File: src/core/dbot_pkg.sv
// Shared constants for the burst, latency and termination timing block.
// Assumes one 20 MHz clock and command pins synchronised and decoded in the core.
package dbot_pkg;
  // Command codes on {rasN, casN, weN} while chip select is low
  localparam logic [2:0] CMD_MRS = 3'h0;
  localparam logic [2:0] CMD_REF = 3'h1;
  localparam logic [2:0] CMD_PRE = 3'h2;
  localparam logic [2:0] CMD_ACT = 3'h3;
  localparam logic [2:0] CMD_WR = 3'h4;
  localparam logic [2:0] CMD_RD = 3'h5;
  localparam logic [2:0] CMD_ZQ = 3'h6;
  localparam logic [2:0] CMD_NOP = 3'h7;
  // Burst-length field of mode register zero
  localparam logic [1:0] BLF_FIXED8 = 2'h0;
  localparam logic [1:0] BLF_PERCMD = 2'h1;
  localparam logic [1:0] BLF_FIXED4 = 2'h2;
  // Beats per burst, one beat per clock
  localparam logic [3:0] BEATS_LONG = 4'h8;
  localparam logic [3:0] BEATS_CHOP = 4'h4;
  // Termination hold counts in clock cycles
  localparam logic [3:0] HOLD_SHORT = 4'h4;
  localparam logic [3:0] HOLD_LONG = 4'h6;
  // Latency field width, pipeline depth, data width and write-buffer depth
  localparam int LAT_W = 6;
  localparam int LAT_DEPTH = 64;
  localparam int DQ_W = 16;
  localparam int BUF_DEPTH = 16;
  // Reset values
  localparam logic [LAT_W-1:0] LAT_RST = 6'h00;
  localparam logic [7:0] BANKS_RST = 8'h00;
  // Control pins at rest: deselect, nop code, clock enable high
  localparam logic [11:0] PIN_CTRL_RST = 12'hf02;
endpackage

File: src/core/dbot_fifo_if.sv
// Valid/ready carrier between the timing core and its write buffer.
// Assumes both ends sit on the same clock.
`timescale 1ns/1ps
interface dbot_fifo_if #(parameter int WIDTH = 16);
  logic inValid;
  logic inReady;
  logic [WIDTH-1:0] inData;
  logic outValid;
  logic outReady;
  logic [WIDTH-1:0] outData;
  modport fill (output inValid, output inData, input inReady);
  modport buffer (input inValid, input inData, output inReady,
    output outValid, output outData, input outReady);
endinterface

File: src/core/dbot_fifo.sv
// Write-data buffer with registered flags and registered read data.
// Assumes the drain side may hold outReady low for any length of time.
`timescale 1ns/1ps
module dbot_fifo #(
  parameter int WIDTH = 16,
  parameter int DEPTH = 16
) (
  // Clock and reset
  input wire logic clk,
  input wire logic rstn,
  // Source and drain
  dbot_fifo_if.buffer port,
  // Drain-side handshake copied out as plain ports
  output logic outValid,
  output logic [WIDTH-1:0] outData,
  input wire logic outReady
);
  localparam int AW = $clog2(DEPTH);
  generate
    if (DEPTH < 2 || (1 << AW) != DEPTH) begin : g_bad
      $error("dbot_fifo depth must be a power of two, at least 2");
    end
  endgenerate

  logic [WIDTH-1:0] mem [DEPTH];
  logic [AW-1:0] wrPtr_reg;
  logic [AW-1:0] rdPtr_reg;
  logic [AW:0] count_reg;
  logic [AW:0] count_next;
  logic fullReg;
  logic outValid_reg;
  logic [WIDTH-1:0] outData_reg;
  logic push;
  logic pop;

  assign push = port.inValid && !fullReg;
  // Output stage refills whenever it is empty or being taken
  assign pop = (count_reg != '0) && (!outValid_reg || outReady);
  assign count_next = count_reg + {{AW{1'b0}}, push} - {{AW{1'b0}}, pop};
  assign port.inReady = !fullReg;
  assign port.outValid = outValid_reg;
  assign port.outData = outData_reg;
  assign outValid = outValid_reg;
  assign outData = outData_reg;

  always_ff @(posedge clk) begin
    if (push) begin
      mem[wrPtr_reg] <= port.inData;
    end
  end

  always_ff @(posedge clk) begin
    if (!rstn) begin
      wrPtr_reg <= '0;
      rdPtr_reg <= '0;
      count_reg <= '0;
      fullReg <= 1'b0;
    end else begin
      if (push) begin
        wrPtr_reg <= wrPtr_reg + 1'b1;
      end
      if (pop) begin
        rdPtr_reg <= rdPtr_reg + 1'b1;
      end
      count_reg <= count_next;
      fullReg <= (count_next == DEPTH[AW:0]);
    end
  end

  always_ff @(posedge clk) begin
    if (!rstn) begin
      outValid_reg <= 1'b0;
      outData_reg <= '0;
    end else if (pop) begin
      outValid_reg <= 1'b1;
      outData_reg <= mem[rdPtr_reg];
    end else if (outReady) begin
      outValid_reg <= 1'b0;
    end
  end
endmodule

File: src/core/dbot_core.sv
// Device-side burst length, latency and termination timing for the DRAM.
// Assumes command pins arrive from the controller on its own timing and
// are synchronised here; array data are same-clock logic.
//
// Functional notes
// - Field 00, or 01 with chop bit 1: eight beats
// - Field 10: every burst chopped to four
// - Field 01, write with chop bit 0: four beats
// - Per-command mode: each read takes its own length
// - Async termination window lasts write latency minus one
`timescale 1ns/1ps
module dbot_core (
  // Clock and reset
  input wire logic clk,
  input wire logic rstn,
  // Mode settings
  input wire logic [1:0] burstLenField,
  input wire logic [dbot_pkg::LAT_W-1:0] additiveLatency,
  input wire logic [dbot_pkg::LAT_W-1:0] columnLatency,
  input wire logic [dbot_pkg::LAT_W-1:0] writeColumnLatency,
  // Command pins
  input wire logic csN,
  input wire logic rasN,
  input wire logic casN,
  input wire logic weN,
  input wire logic [2:0] bankAddr,
  input wire logic allBanksBit,
  input wire logic burstChopAddressBit,
  input wire logic terminationEnable,
  input wire logic clockEnable,
  // Data pins
  input wire logic [dbot_pkg::DQ_W-1:0] dqIn,
  output logic [dbot_pkg::DQ_W-1:0] dqOut,
  output logic dqOe,
  // Array side
  input wire logic [dbot_pkg::DQ_W-1:0] arrayRdData,
  output logic storeValid,
  output logic [dbot_pkg::DQ_W-1:0] storeData,
  input wire logic storeReady,
  // Status
  output logic chopActive,
  output logic asyncTermination,
  output logic termHoldError,
  output logic powerDownError,
  output logic writeOverflow
);
  localparam int LW = dbot_pkg::LAT_W;
  localparam int PW = 4 + 3 + 1 + 1 + 1 + 1 + 1 + dbot_pkg::DQ_W;

  // ****************************************
  // Input synchroniser
  // ****************************************
  logic [PW-1:0] pinMeta_reg;
  logic [PW-1:0] pinSync_reg;

  always_ff @(posedge clk) begin
    if (!rstn) begin
      // Reset to the pins' idle levels so no false clock-enable edge follows
      pinMeta_reg <= {dbot_pkg::PIN_CTRL_RST, {dbot_pkg::DQ_W{1'b0}}};
      pinSync_reg <= {dbot_pkg::PIN_CTRL_RST, {dbot_pkg::DQ_W{1'b0}}};
    end else begin
      pinMeta_reg <= {csN, rasN, casN, weN, bankAddr, allBanksBit,
        burstChopAddressBit, terminationEnable, clockEnable, 1'b0, dqIn};
      pinSync_reg <= pinMeta_reg;
    end
  end

  logic sCsN;
  logic [2:0] sCmd;
  logic [2:0] sBank;
  logic sAll;
  logic sChop;
  logic sOdt;
  logic sCke;
  logic [dbot_pkg::DQ_W-1:0] sDq;
  logic unusedPad;
  assign {sCsN, sCmd, sBank, sAll, sChop, sOdt, sCke, unusedPad, sDq} =
    pinSync_reg;

  logic isRd;
  logic isWr;
  logic isAct;
  logic isPre;
  assign isRd = !sCsN && sCmd == dbot_pkg::CMD_RD;
  assign isWr = !sCsN && sCmd == dbot_pkg::CMD_WR;
  assign isAct = !sCsN && sCmd == dbot_pkg::CMD_ACT;
  assign isPre = !sCsN && sCmd == dbot_pkg::CMD_PRE;

  // ****************************************
  // Burst length and latency
  // ****************************************
  logic cmdChop;
  always_comb begin
    unique case (burstLenField)
      dbot_pkg::BLF_FIXED8: cmdChop = 1'b0;
      dbot_pkg::BLF_PERCMD: cmdChop = !sChop;
      dbot_pkg::BLF_FIXED4: cmdChop = 1'b1;
      default: cmdChop = 1'b0;
    endcase
  end

  logic [LW-1:0] rdLat;
  logic [LW-1:0] wrLat;
  assign rdLat = additiveLatency + columnLatency;
  assign wrLat = additiveLatency + writeColumnLatency;

  // Write beats are taken one cycle after the counter loads, so the write
  // marker starts one slot nearer; latencies below two are served as two
  logic [LW-1:0] wrSlot;
  assign wrSlot = (wrLat < LW'(2)) ? '0 : wrLat - LW'(2);

  // Pipelines carry a start marker and its chop flag toward slot zero.
  // The sync delay hits commands and data alike, so alignment holds.
  logic [dbot_pkg::LAT_DEPTH-1:0] rdPipe_reg;
  logic [dbot_pkg::LAT_DEPTH-1:0] rdChopPipe_reg;
  logic [dbot_pkg::LAT_DEPTH-1:0] wrPipe_reg;
  logic [dbot_pkg::LAT_DEPTH-1:0] wrChopPipe_reg;

  always_ff @(posedge clk) begin
    if (!rstn) begin
      rdPipe_reg <= '0;
      rdChopPipe_reg <= '0;
      wrPipe_reg <= '0;
      wrChopPipe_reg <= '0;
    end else begin
      rdPipe_reg <= rdPipe_reg >> 1;
      rdChopPipe_reg <= rdChopPipe_reg >> 1;
      wrPipe_reg <= wrPipe_reg >> 1;
      wrChopPipe_reg <= wrChopPipe_reg >> 1;
      // A zero latency is served as one cycle, the least the pipe allows
      if (isRd) begin
        rdPipe_reg[(rdLat == '0) ? 0 : rdLat - 1'b1] <= 1'b1;
        rdChopPipe_reg[(rdLat == '0) ? 0 : rdLat - 1'b1] <= cmdChop;
      end
      if (isWr) begin
        wrPipe_reg[wrSlot] <= 1'b1;
        wrChopPipe_reg[wrSlot] <= cmdChop;
      end
    end
  end

  // ****************************************
  // Data beats
  // ****************************************
  logic [3:0] rdBeats_reg;
  logic [3:0] wrBeats_reg;
  dbot_fifo_if #(.WIDTH(dbot_pkg::DQ_W)) wbuf ();

  always_ff @(posedge clk) begin
    if (!rstn) begin
      rdBeats_reg <= 4'h0;
      wrBeats_reg <= 4'h0;
      chopActive <= 1'b0;
      dqOut <= '0;
      dqOe <= 1'b0;
    end else begin
      if (rdPipe_reg[0]) begin
        rdBeats_reg <= rdChopPipe_reg[0] ? dbot_pkg::BEATS_CHOP
          : dbot_pkg::BEATS_LONG;
        chopActive <= rdChopPipe_reg[0];
      end else if (rdBeats_reg != 4'h0) begin
        rdBeats_reg <= rdBeats_reg - 4'h1;
      end
      if (wrPipe_reg[0]) begin
        wrBeats_reg <= wrChopPipe_reg[0] ? dbot_pkg::BEATS_CHOP
          : dbot_pkg::BEATS_LONG;
        chopActive <= wrChopPipe_reg[0];
      end else if (wrBeats_reg != 4'h0) begin
        wrBeats_reg <= wrBeats_reg - 4'h1;
      end
      dqOe <= rdBeats_reg != 4'h0;
      dqOut <= (rdBeats_reg != 4'h0) ? arrayRdData : '0;
    end
  end

  // Write beats go to the buffer; a full buffer drops the beat
  assign wbuf.inValid = wrBeats_reg != 4'h0;
  assign wbuf.inData = sDq;
  assign wbuf.outReady = storeReady;

  always_ff @(posedge clk) begin
    if (!rstn) begin
      writeOverflow <= 1'b0;
    end else if (wbuf.inValid && !wbuf.inReady) begin
      writeOverflow <= 1'b1;
    end
  end

  dbot_fifo #(
    .WIDTH(dbot_pkg::DQ_W),
    .DEPTH(dbot_pkg::BUF_DEPTH)
  ) u_wbuf (
    .clk(clk),
    .rstn(rstn),
    .port(wbuf),
    .outValid(storeValid),
    .outData(storeData),
    .outReady(storeReady)
  );

  // ****************************************
  // Termination hold check
  // ****************************************
  logic odtPrev_reg;
  logic [3:0] holdCnt_reg;
  logic [3:0] holdWr;
  assign holdWr = cmdChop ? dbot_pkg::HOLD_SHORT : dbot_pkg::HOLD_LONG;
  logic [3:0] holdRise;
  logic [3:0] holdLoad;
  logic [3:0] holdLeft;
  assign holdRise = (sOdt && !odtPrev_reg) ? dbot_pkg::HOLD_SHORT - 4'h1
    : 4'h0;
  // A write that comes with the rising enable must still win
  assign holdLoad = (isWr && sOdt && holdWr - 4'h1 > holdRise)
    ? holdWr - 4'h1 : holdRise;
  assign holdLeft = (holdCnt_reg != 4'h0) ? holdCnt_reg - 4'h1 : 4'h0;

  always_ff @(posedge clk) begin
    if (!rstn) begin
      odtPrev_reg <= 1'b0;
      holdCnt_reg <= 4'h0;
      termHoldError <= 1'b0;
    end else begin
      odtPrev_reg <= sOdt;
      // Both windows run; the longer remainder governs
      holdCnt_reg <= (holdLoad > holdLeft) ? holdLoad : holdLeft;
      if (!sOdt && odtPrev_reg && holdCnt_reg != 4'h0) begin
        termHoldError <= 1'b1;
      end
    end
  end

  // ****************************************
  // Power-down entry
  // ****************************************
  logic ckePrev_reg;
  logic [7:0] openBanks_reg;
  logic lastOk_reg;
  logic [LW-1:0] asyncCnt_reg;

  always_ff @(posedge clk) begin
    if (!rstn) begin
      openBanks_reg <= dbot_pkg::BANKS_RST;
      lastOk_reg <= 1'b1;
    end else if (sCke) begin
      if (isAct) begin
        openBanks_reg[sBank] <= 1'b1;
      end else if (isPre) begin
        if (sAll) begin
          openBanks_reg <= dbot_pkg::BANKS_RST;
        end else begin
          openBanks_reg[sBank] <= 1'b0;
        end
      end
      lastOk_reg <= sCsN || isAct || isPre || sCmd == dbot_pkg::CMD_NOP;
    end
  end

  always_ff @(posedge clk) begin
    if (!rstn) begin
      ckePrev_reg <= 1'b1;
      powerDownError <= 1'b0;
      asyncCnt_reg <= dbot_pkg::LAT_RST;
      asyncTermination <= 1'b0;
    end else begin
      ckePrev_reg <= sCke;
      if (ckePrev_reg && !sCke && openBanks_reg != 8'h00 && !lastOk_reg) begin
        powerDownError <= 1'b1;
      end
      if (ckePrev_reg != sCke) begin
        asyncCnt_reg <= (wrLat > LW'(1)) ? wrLat - LW'(1) : LW'(1);
        asyncTermination <= 1'b1;
      end else if (asyncCnt_reg > LW'(1)) begin
        asyncCnt_reg <= asyncCnt_reg - LW'(1);
      end else begin
        asyncCnt_reg <= dbot_pkg::LAT_RST;
        asyncTermination <= 1'b0;
      end
    end
  end
endmodule

File: config.mk
export PLATFORM = sky130hd
export DESIGN_NAME = dbot_core
export DESIGN_NICKNAME = d
export VERILOG_FILES = /design/src/core/dbot_pkg.sv /design/src/core/dbot_fifo_if.sv /design/src/core/dbot_fifo.sv /design/src/core/dbot_core.sv
export SDC_FILE = /design/constraint.sdc
export NUM_CORES = 1
export LEC_CHECK = 0
export BUFFER_PORTS_ARGS = -buffer_cell sky130_fd_sc_hd__buf_2
export CORE_ASPECT_RATIO = 2
export CORE_MARGIN = 2
export CORE_UTILIZATION = 50
export CTS_BUF_LIST = sky130_fd_sc_hd__clkbuf_2 sky130_fd_sc_hd__clkbuf_4 sky130_fd_sc_hd__clkbuf_8
export CTS_CLUSTER_DIAMETER = 60
export DETAILED_ROUTE_END_ITERATION = 16
export PLACE_DENSITY = 0.76
export SLEW_MARGIN = 15
export SYNTH_ARGS = -nofsm -noshare
export SYNTH_HDL_FRONTEND = slang
export SYNTH_HIERARCHICAL = 1
export SYNTH_SLANG_ARGS = --single-unit
File: constraint.sdc
create_clock -name clk -period 3.8 [get_ports clk]
set_input_delay 0.19 -clock clk [delete_from_list [all_inputs] [get_ports clk]]
set_output_delay 0.19 -clock clk [all_outputs]
set_load 0.1 [all_outputs]
* Word-level counts from Yosys, hierarchy flattened
Memories as Yosys holds them, arrays and structs flattened. A register that Yosys moved wholly into a read port is not among the register bits. Index checks and enable logic that the tools add are counted.
Word-level totals: register bits after elaboration 378, logic and storage cells 158, memories 1, output and inout port bits 39, bits of input ports 66, RAM bits 256
Cells by class: multiplexer cells 40, bitwise gates (word level) 5, eq/ne operators 10, magnitude comparators 11, reductions and logical operators 46, $add $sub $neg 14
Memories:
- u_wbuf.mem | depth 16, bits a word 16, read ports 1, clocked after Yosys merged registers in 1, wr ports 1, line dbot_fifo.sv:25 | logic [WIDTH-1:0] mem [DEPTH];
Operator list (number):
- 63-bit two-way mux | 4
- 64-bit bitwise mux | 2
- 63-bit by 64-bit bitwise OR with 64-bit output | 2
- 4-bit two-way mux | 9
- 32-bit by 1-bit greater-or-equal comparator with 1-bit output, second input constant | 1
- 32-bit by 7-bit < comparator with 1-bit output, second input constant | 1
- 32-bit two-way mux | 1
- 6-bit two-way mux | 4
- 8-bit two-way mux | 3
- 1-bit logical AND | 18
- 6-bit adder | 2
- 1-bit demux with 6-bit select | 2
- 6-bit by 1-bit > comparator with 1-bit output, second input constant | 2
- 4-bit nonzero test | 3
- 4-bit by 1-bit subtractor with 4-bit output, second input constant | 3
- 6-bit by 1-bit subtractor with 6-bit output, second input constant | 2
- 1-bit two-way mux | 11
- 2-bit nonzero test | 5
- 3-bit == test, second input constant | 3
- 1-bit logical NOT | 9
- 4-bit by 1-bit adder with 4-bit output, second input constant | 2
- 8-bit AND | 1
- 8-bit NOT | 1
- 8-bit bitwise OR | 1
- 26 further kinds | 34

* Longest topological paths before layout
depth after elaboration 9, mapped depth 15, gate-level depth less buffers 14

* Hierarchy
The synthesis kept the hierarchy.
By module, submodules not included:
- dbot_core | times used 1, cells an instance 1408, area each 13822.0 µm², seq. area each 7226.9 µm²
- dbot_fifo | times used 1, cells an instance 552, area each 11252.0 µm², seq. area each 8308.0 µm²

* Least setup slack after synthesis
No wires, ideal clock.
kind register to register, from reg u_wbuf.outValid_reg (netlist: u_wbuf/outValid), to reg u_wbuf.fullReg, data arrival time 2.949 ns, library setup time 0.092 ns, setup slack 0.759 ns, cell stages (with the launch flop) 11, buffers on the path 0, cells stage by stage dfxtp_1 -> nand2b_1 -> nand2_4 -> inv_2 -> ha_1 -> inv_1 -> ha_1 -> fa_1 -> xor2_1 -> or3_1 -> nor4_1
Between the ends: longest elaborated chain between the ends 5
Ends and longest elaborated chain:
- from (decl) | line dbot_fifo.sv:31 | logic outValid_reg;
- from (signal assigned) | line dbot_fifo.sv:72 | outValid_reg <= 1'b0;
- from (signal assigned) | line dbot_fifo.sv:75 | outValid_reg <= 1'b1;
- from (signal assigned) | line dbot_fifo.sv:78 | outValid_reg <= 1'b0;
- 1-bit logical NOT | line dbot_fifo.sv:38 | assign pop = (count_reg != '0) && (!outValid_reg || outReady);
- 1-bit logical OR | line dbot_fifo.sv:38
- 1-bit logical AND | line dbot_fifo.sv:38
- via u_wbuf.pop | line dbot_fifo.sv:34 | logic pop;
- 5-bit by 1-bit subtractor with 5-bit output | line dbot_fifo.sv:39 | assign count_next = count_reg + {{AW{1'b0}}, push} - {{AW{1'b0}}, pop};
- 5-bit == test | line dbot_fifo.sv:66 | fullReg <= (count_next == DEPTH[AW:0]);
- to (signal assigned) | line dbot_fifo.sv:66
- to (decl) | line dbot_fifo.sv:30 | logic fullReg;
The timed path passes the listed nets, and every way through them passes these cells. A chain may end at the register's enable or synchronous reset.

* Worst setup path after layout
from reg u_wbuf.count_reg[3], to reg u_wbuf.fullReg
Between the ends: longest elaborated chain between the ends 4, elaborated cells between the ends (all ways) 5, classes of those cells add/sub: 2; eq/ne: 1; reduce/logical: 2
Ends and longest elaborated chain:
- from (decl) | line dbot_fifo.sv:28 | logic [AW:0] count_reg;
- from (signal assigned) | line dbot_fifo.sv:65 | count_reg <= count_next;
- 5-bit nonzero test | line dbot_fifo.sv:38
- 1-bit logical AND | line dbot_fifo.sv:38
- via u_wbuf.pop | line dbot_fifo.sv:34
- 5-bit by 1-bit subtractor with 5-bit output | line dbot_fifo.sv:39
- 5-bit == test | line dbot_fifo.sv:66
The timed path passes the listed nets, and every way through them passes these cells.

==> results.ini <==
[grt]
grt_pass1_wl_mm = 86.5
grt_pass1_vias = 16700
grt_max_degree = 193
gr-usage-all-layers_pct = 21.3
overflow = 0
grt_antenna_before_repair = 1

[route]
first_pass_iters = 5
wirelength_mm = 54.7
first_iter_violations = 1054
route.detailed.drc = 0
vias = 15800
drtAntennaViolNets = 0
vias_per_cell = 5.52
routedWlPerCell_um = 19.1

[power_and_ir_drop]
vdd_drop_max_v = 0.000546
power_density_nw_per_um2 = 638
p_leak_nw = 10.3
power_mw = 18.4

[synth]
avgSynthCellArea_um2 = 12.8
synthesis.nets = 2050
syn-cell-area_um2 = 24900
syn_inst = 1943
ys_warn_count = 6

[worst_setup_path]
cp.arrival_ps = 3760
crit_cells = 12
slowest_delay_ps = 500
worst_setup_path_end_kind = register
cp_top_family = simple AND/OR/NAND/NOR gates
crit_slowest_cell = or4b_4
crit_top_cell = ha_1
crit_chain = inv_1, ha_1, or4b_4, nand2_4, inv_2, ha_1, inv_1, ha_1, fa_1, xor2_1, or3_1, nor4_1
critical_path_class = register to register
start_kind = register
reg2regPathDepth = 12
critical_path_required_ps = 4340
critical_path.max_fanout = 19
path_buf_inv = 3

[finish]
fin_util_pct = 58.6
finalNonFillerCells = 2862
area_growth_pct = 15.6
drive_gt1_share_pct = 19.6
final_nets = 2257
final_area_um2 = 28800
regMostFlops = u_wbuf/mem
largest_register_ffs = 256

[sta]
finalSetupViolCount = 0
rsz0062_at_grt = no
tightest_slew_ps = 980
fmax_mhz = 311
fin_skew_ps = 21.3
maxSlewViolCount = 0
hold_slack_ps = 268
finalCritPeriodShare_pct = 84.6
fin_crit_ps = 3210
finalSetupTns_ps = 0
slew_headroom_pct = 34.4
finalHoldViolCount = 0
fin_ws_ps = 586

[clocking]
clock_path_buffers = 3
h-tree-depth = 3
cts-resized-gates = 0
ctsHoldBuffers = 63
clkSinkCount = 648
numCtsBuffers = 87
cts_tree = done
insertion_delay_ps = 650
root_buffer = clkbuf_8
post_cts_buffers = 0
clkTransAtPathRegs_ps = 70

[place]
place_ws_ps = 339
gp_congestion = 0.892
dp_hpwl_mm = 36.2
post_dp_cell_area_um2 = 26300
port_buffers = 104
placedCellCount = 2641

[run]
drv_cap = 0

[floorplanning]
initial_core_util_pct = 50.7
rows = 115
die_w_um = 162
die_y_um = 320
ios = 105
die-area_um2 = 51800
core_area_um2 = 49200

[outcome]
outcome = completed

[min_path]
hold_depth = 3
hold_class = input port to register

==> metal layers <==
layer | routed length, um | track usage, % | vias to the layer above | share of wire [%]
li1 | - | - | 7417 | -
met1 | 19900 | 22.1 | 7763 | 36
met2 | 30200 | 40.7 | 457 | 55
met3 | 2260 | 3.68 | 154 | 4.1
met4 | 2350 | 10.4 | 0 | 4.3
met5 | 0 | 0 | - | 0
==> placed cells by master (no fill, tap or decap), types with 43 or more instances in the layout <==
cell type / n
clkbuf_8: 101
mux4_2: 64
nor2_1: 177
edfxtp_1: 256
nand2_1: 158
buf_4: 47
buf_2: 103
dfxtp_1: 389
and2_1: 70
dlygate4sd3_1: 63
nor3_1: 43
o21a_1: 128
mux2i_1: 159
==> worst register-to-register path, delay by kind of cell (launching register included) <==
kind,cells,cell delay (ps)
fa+ha+maj,4,1030
xor+xnor,1,180
flops,1,320
simple gates,4,1300
buf+inv,3,270
==> power by group <==
group | switching [mW] | internal (mW)
Combinational | 2.94 | 1.65
Clock | 2.52 | 3.18
Sequential | 0.354 | 7.75
Total | 5.81 | 12.6
==> path summary, 6_finish.rpt <==
kind	start	endpoint	slack [ps]
hold / removal	arrayRdData[14]	dqOut[14]	270
setup reg to reg	u_wbuf/count_reg[3]	u_wbuf/fullReg	590
hold reg to reg	pinMeta_reg[5]	pinSync_reg[5]	420
setup / recovery	u_wbuf/count_reg[3]	u_wbuf/fullReg	590
==> layout make-up <==
type | instances | area, um^2
well taps | 643 | 805
repair buffers | 218 | 1590
flip-flops and latches | 648 | 15500
inverters | 40 | 150
clock inverters | 29 | 329
fillers | 3836 | 20400
clock buffers | 128 | 1590
diodes | 1 | 2.50
multi-input cells | 1155 | 8820
(Power assumes the default switching activity.)
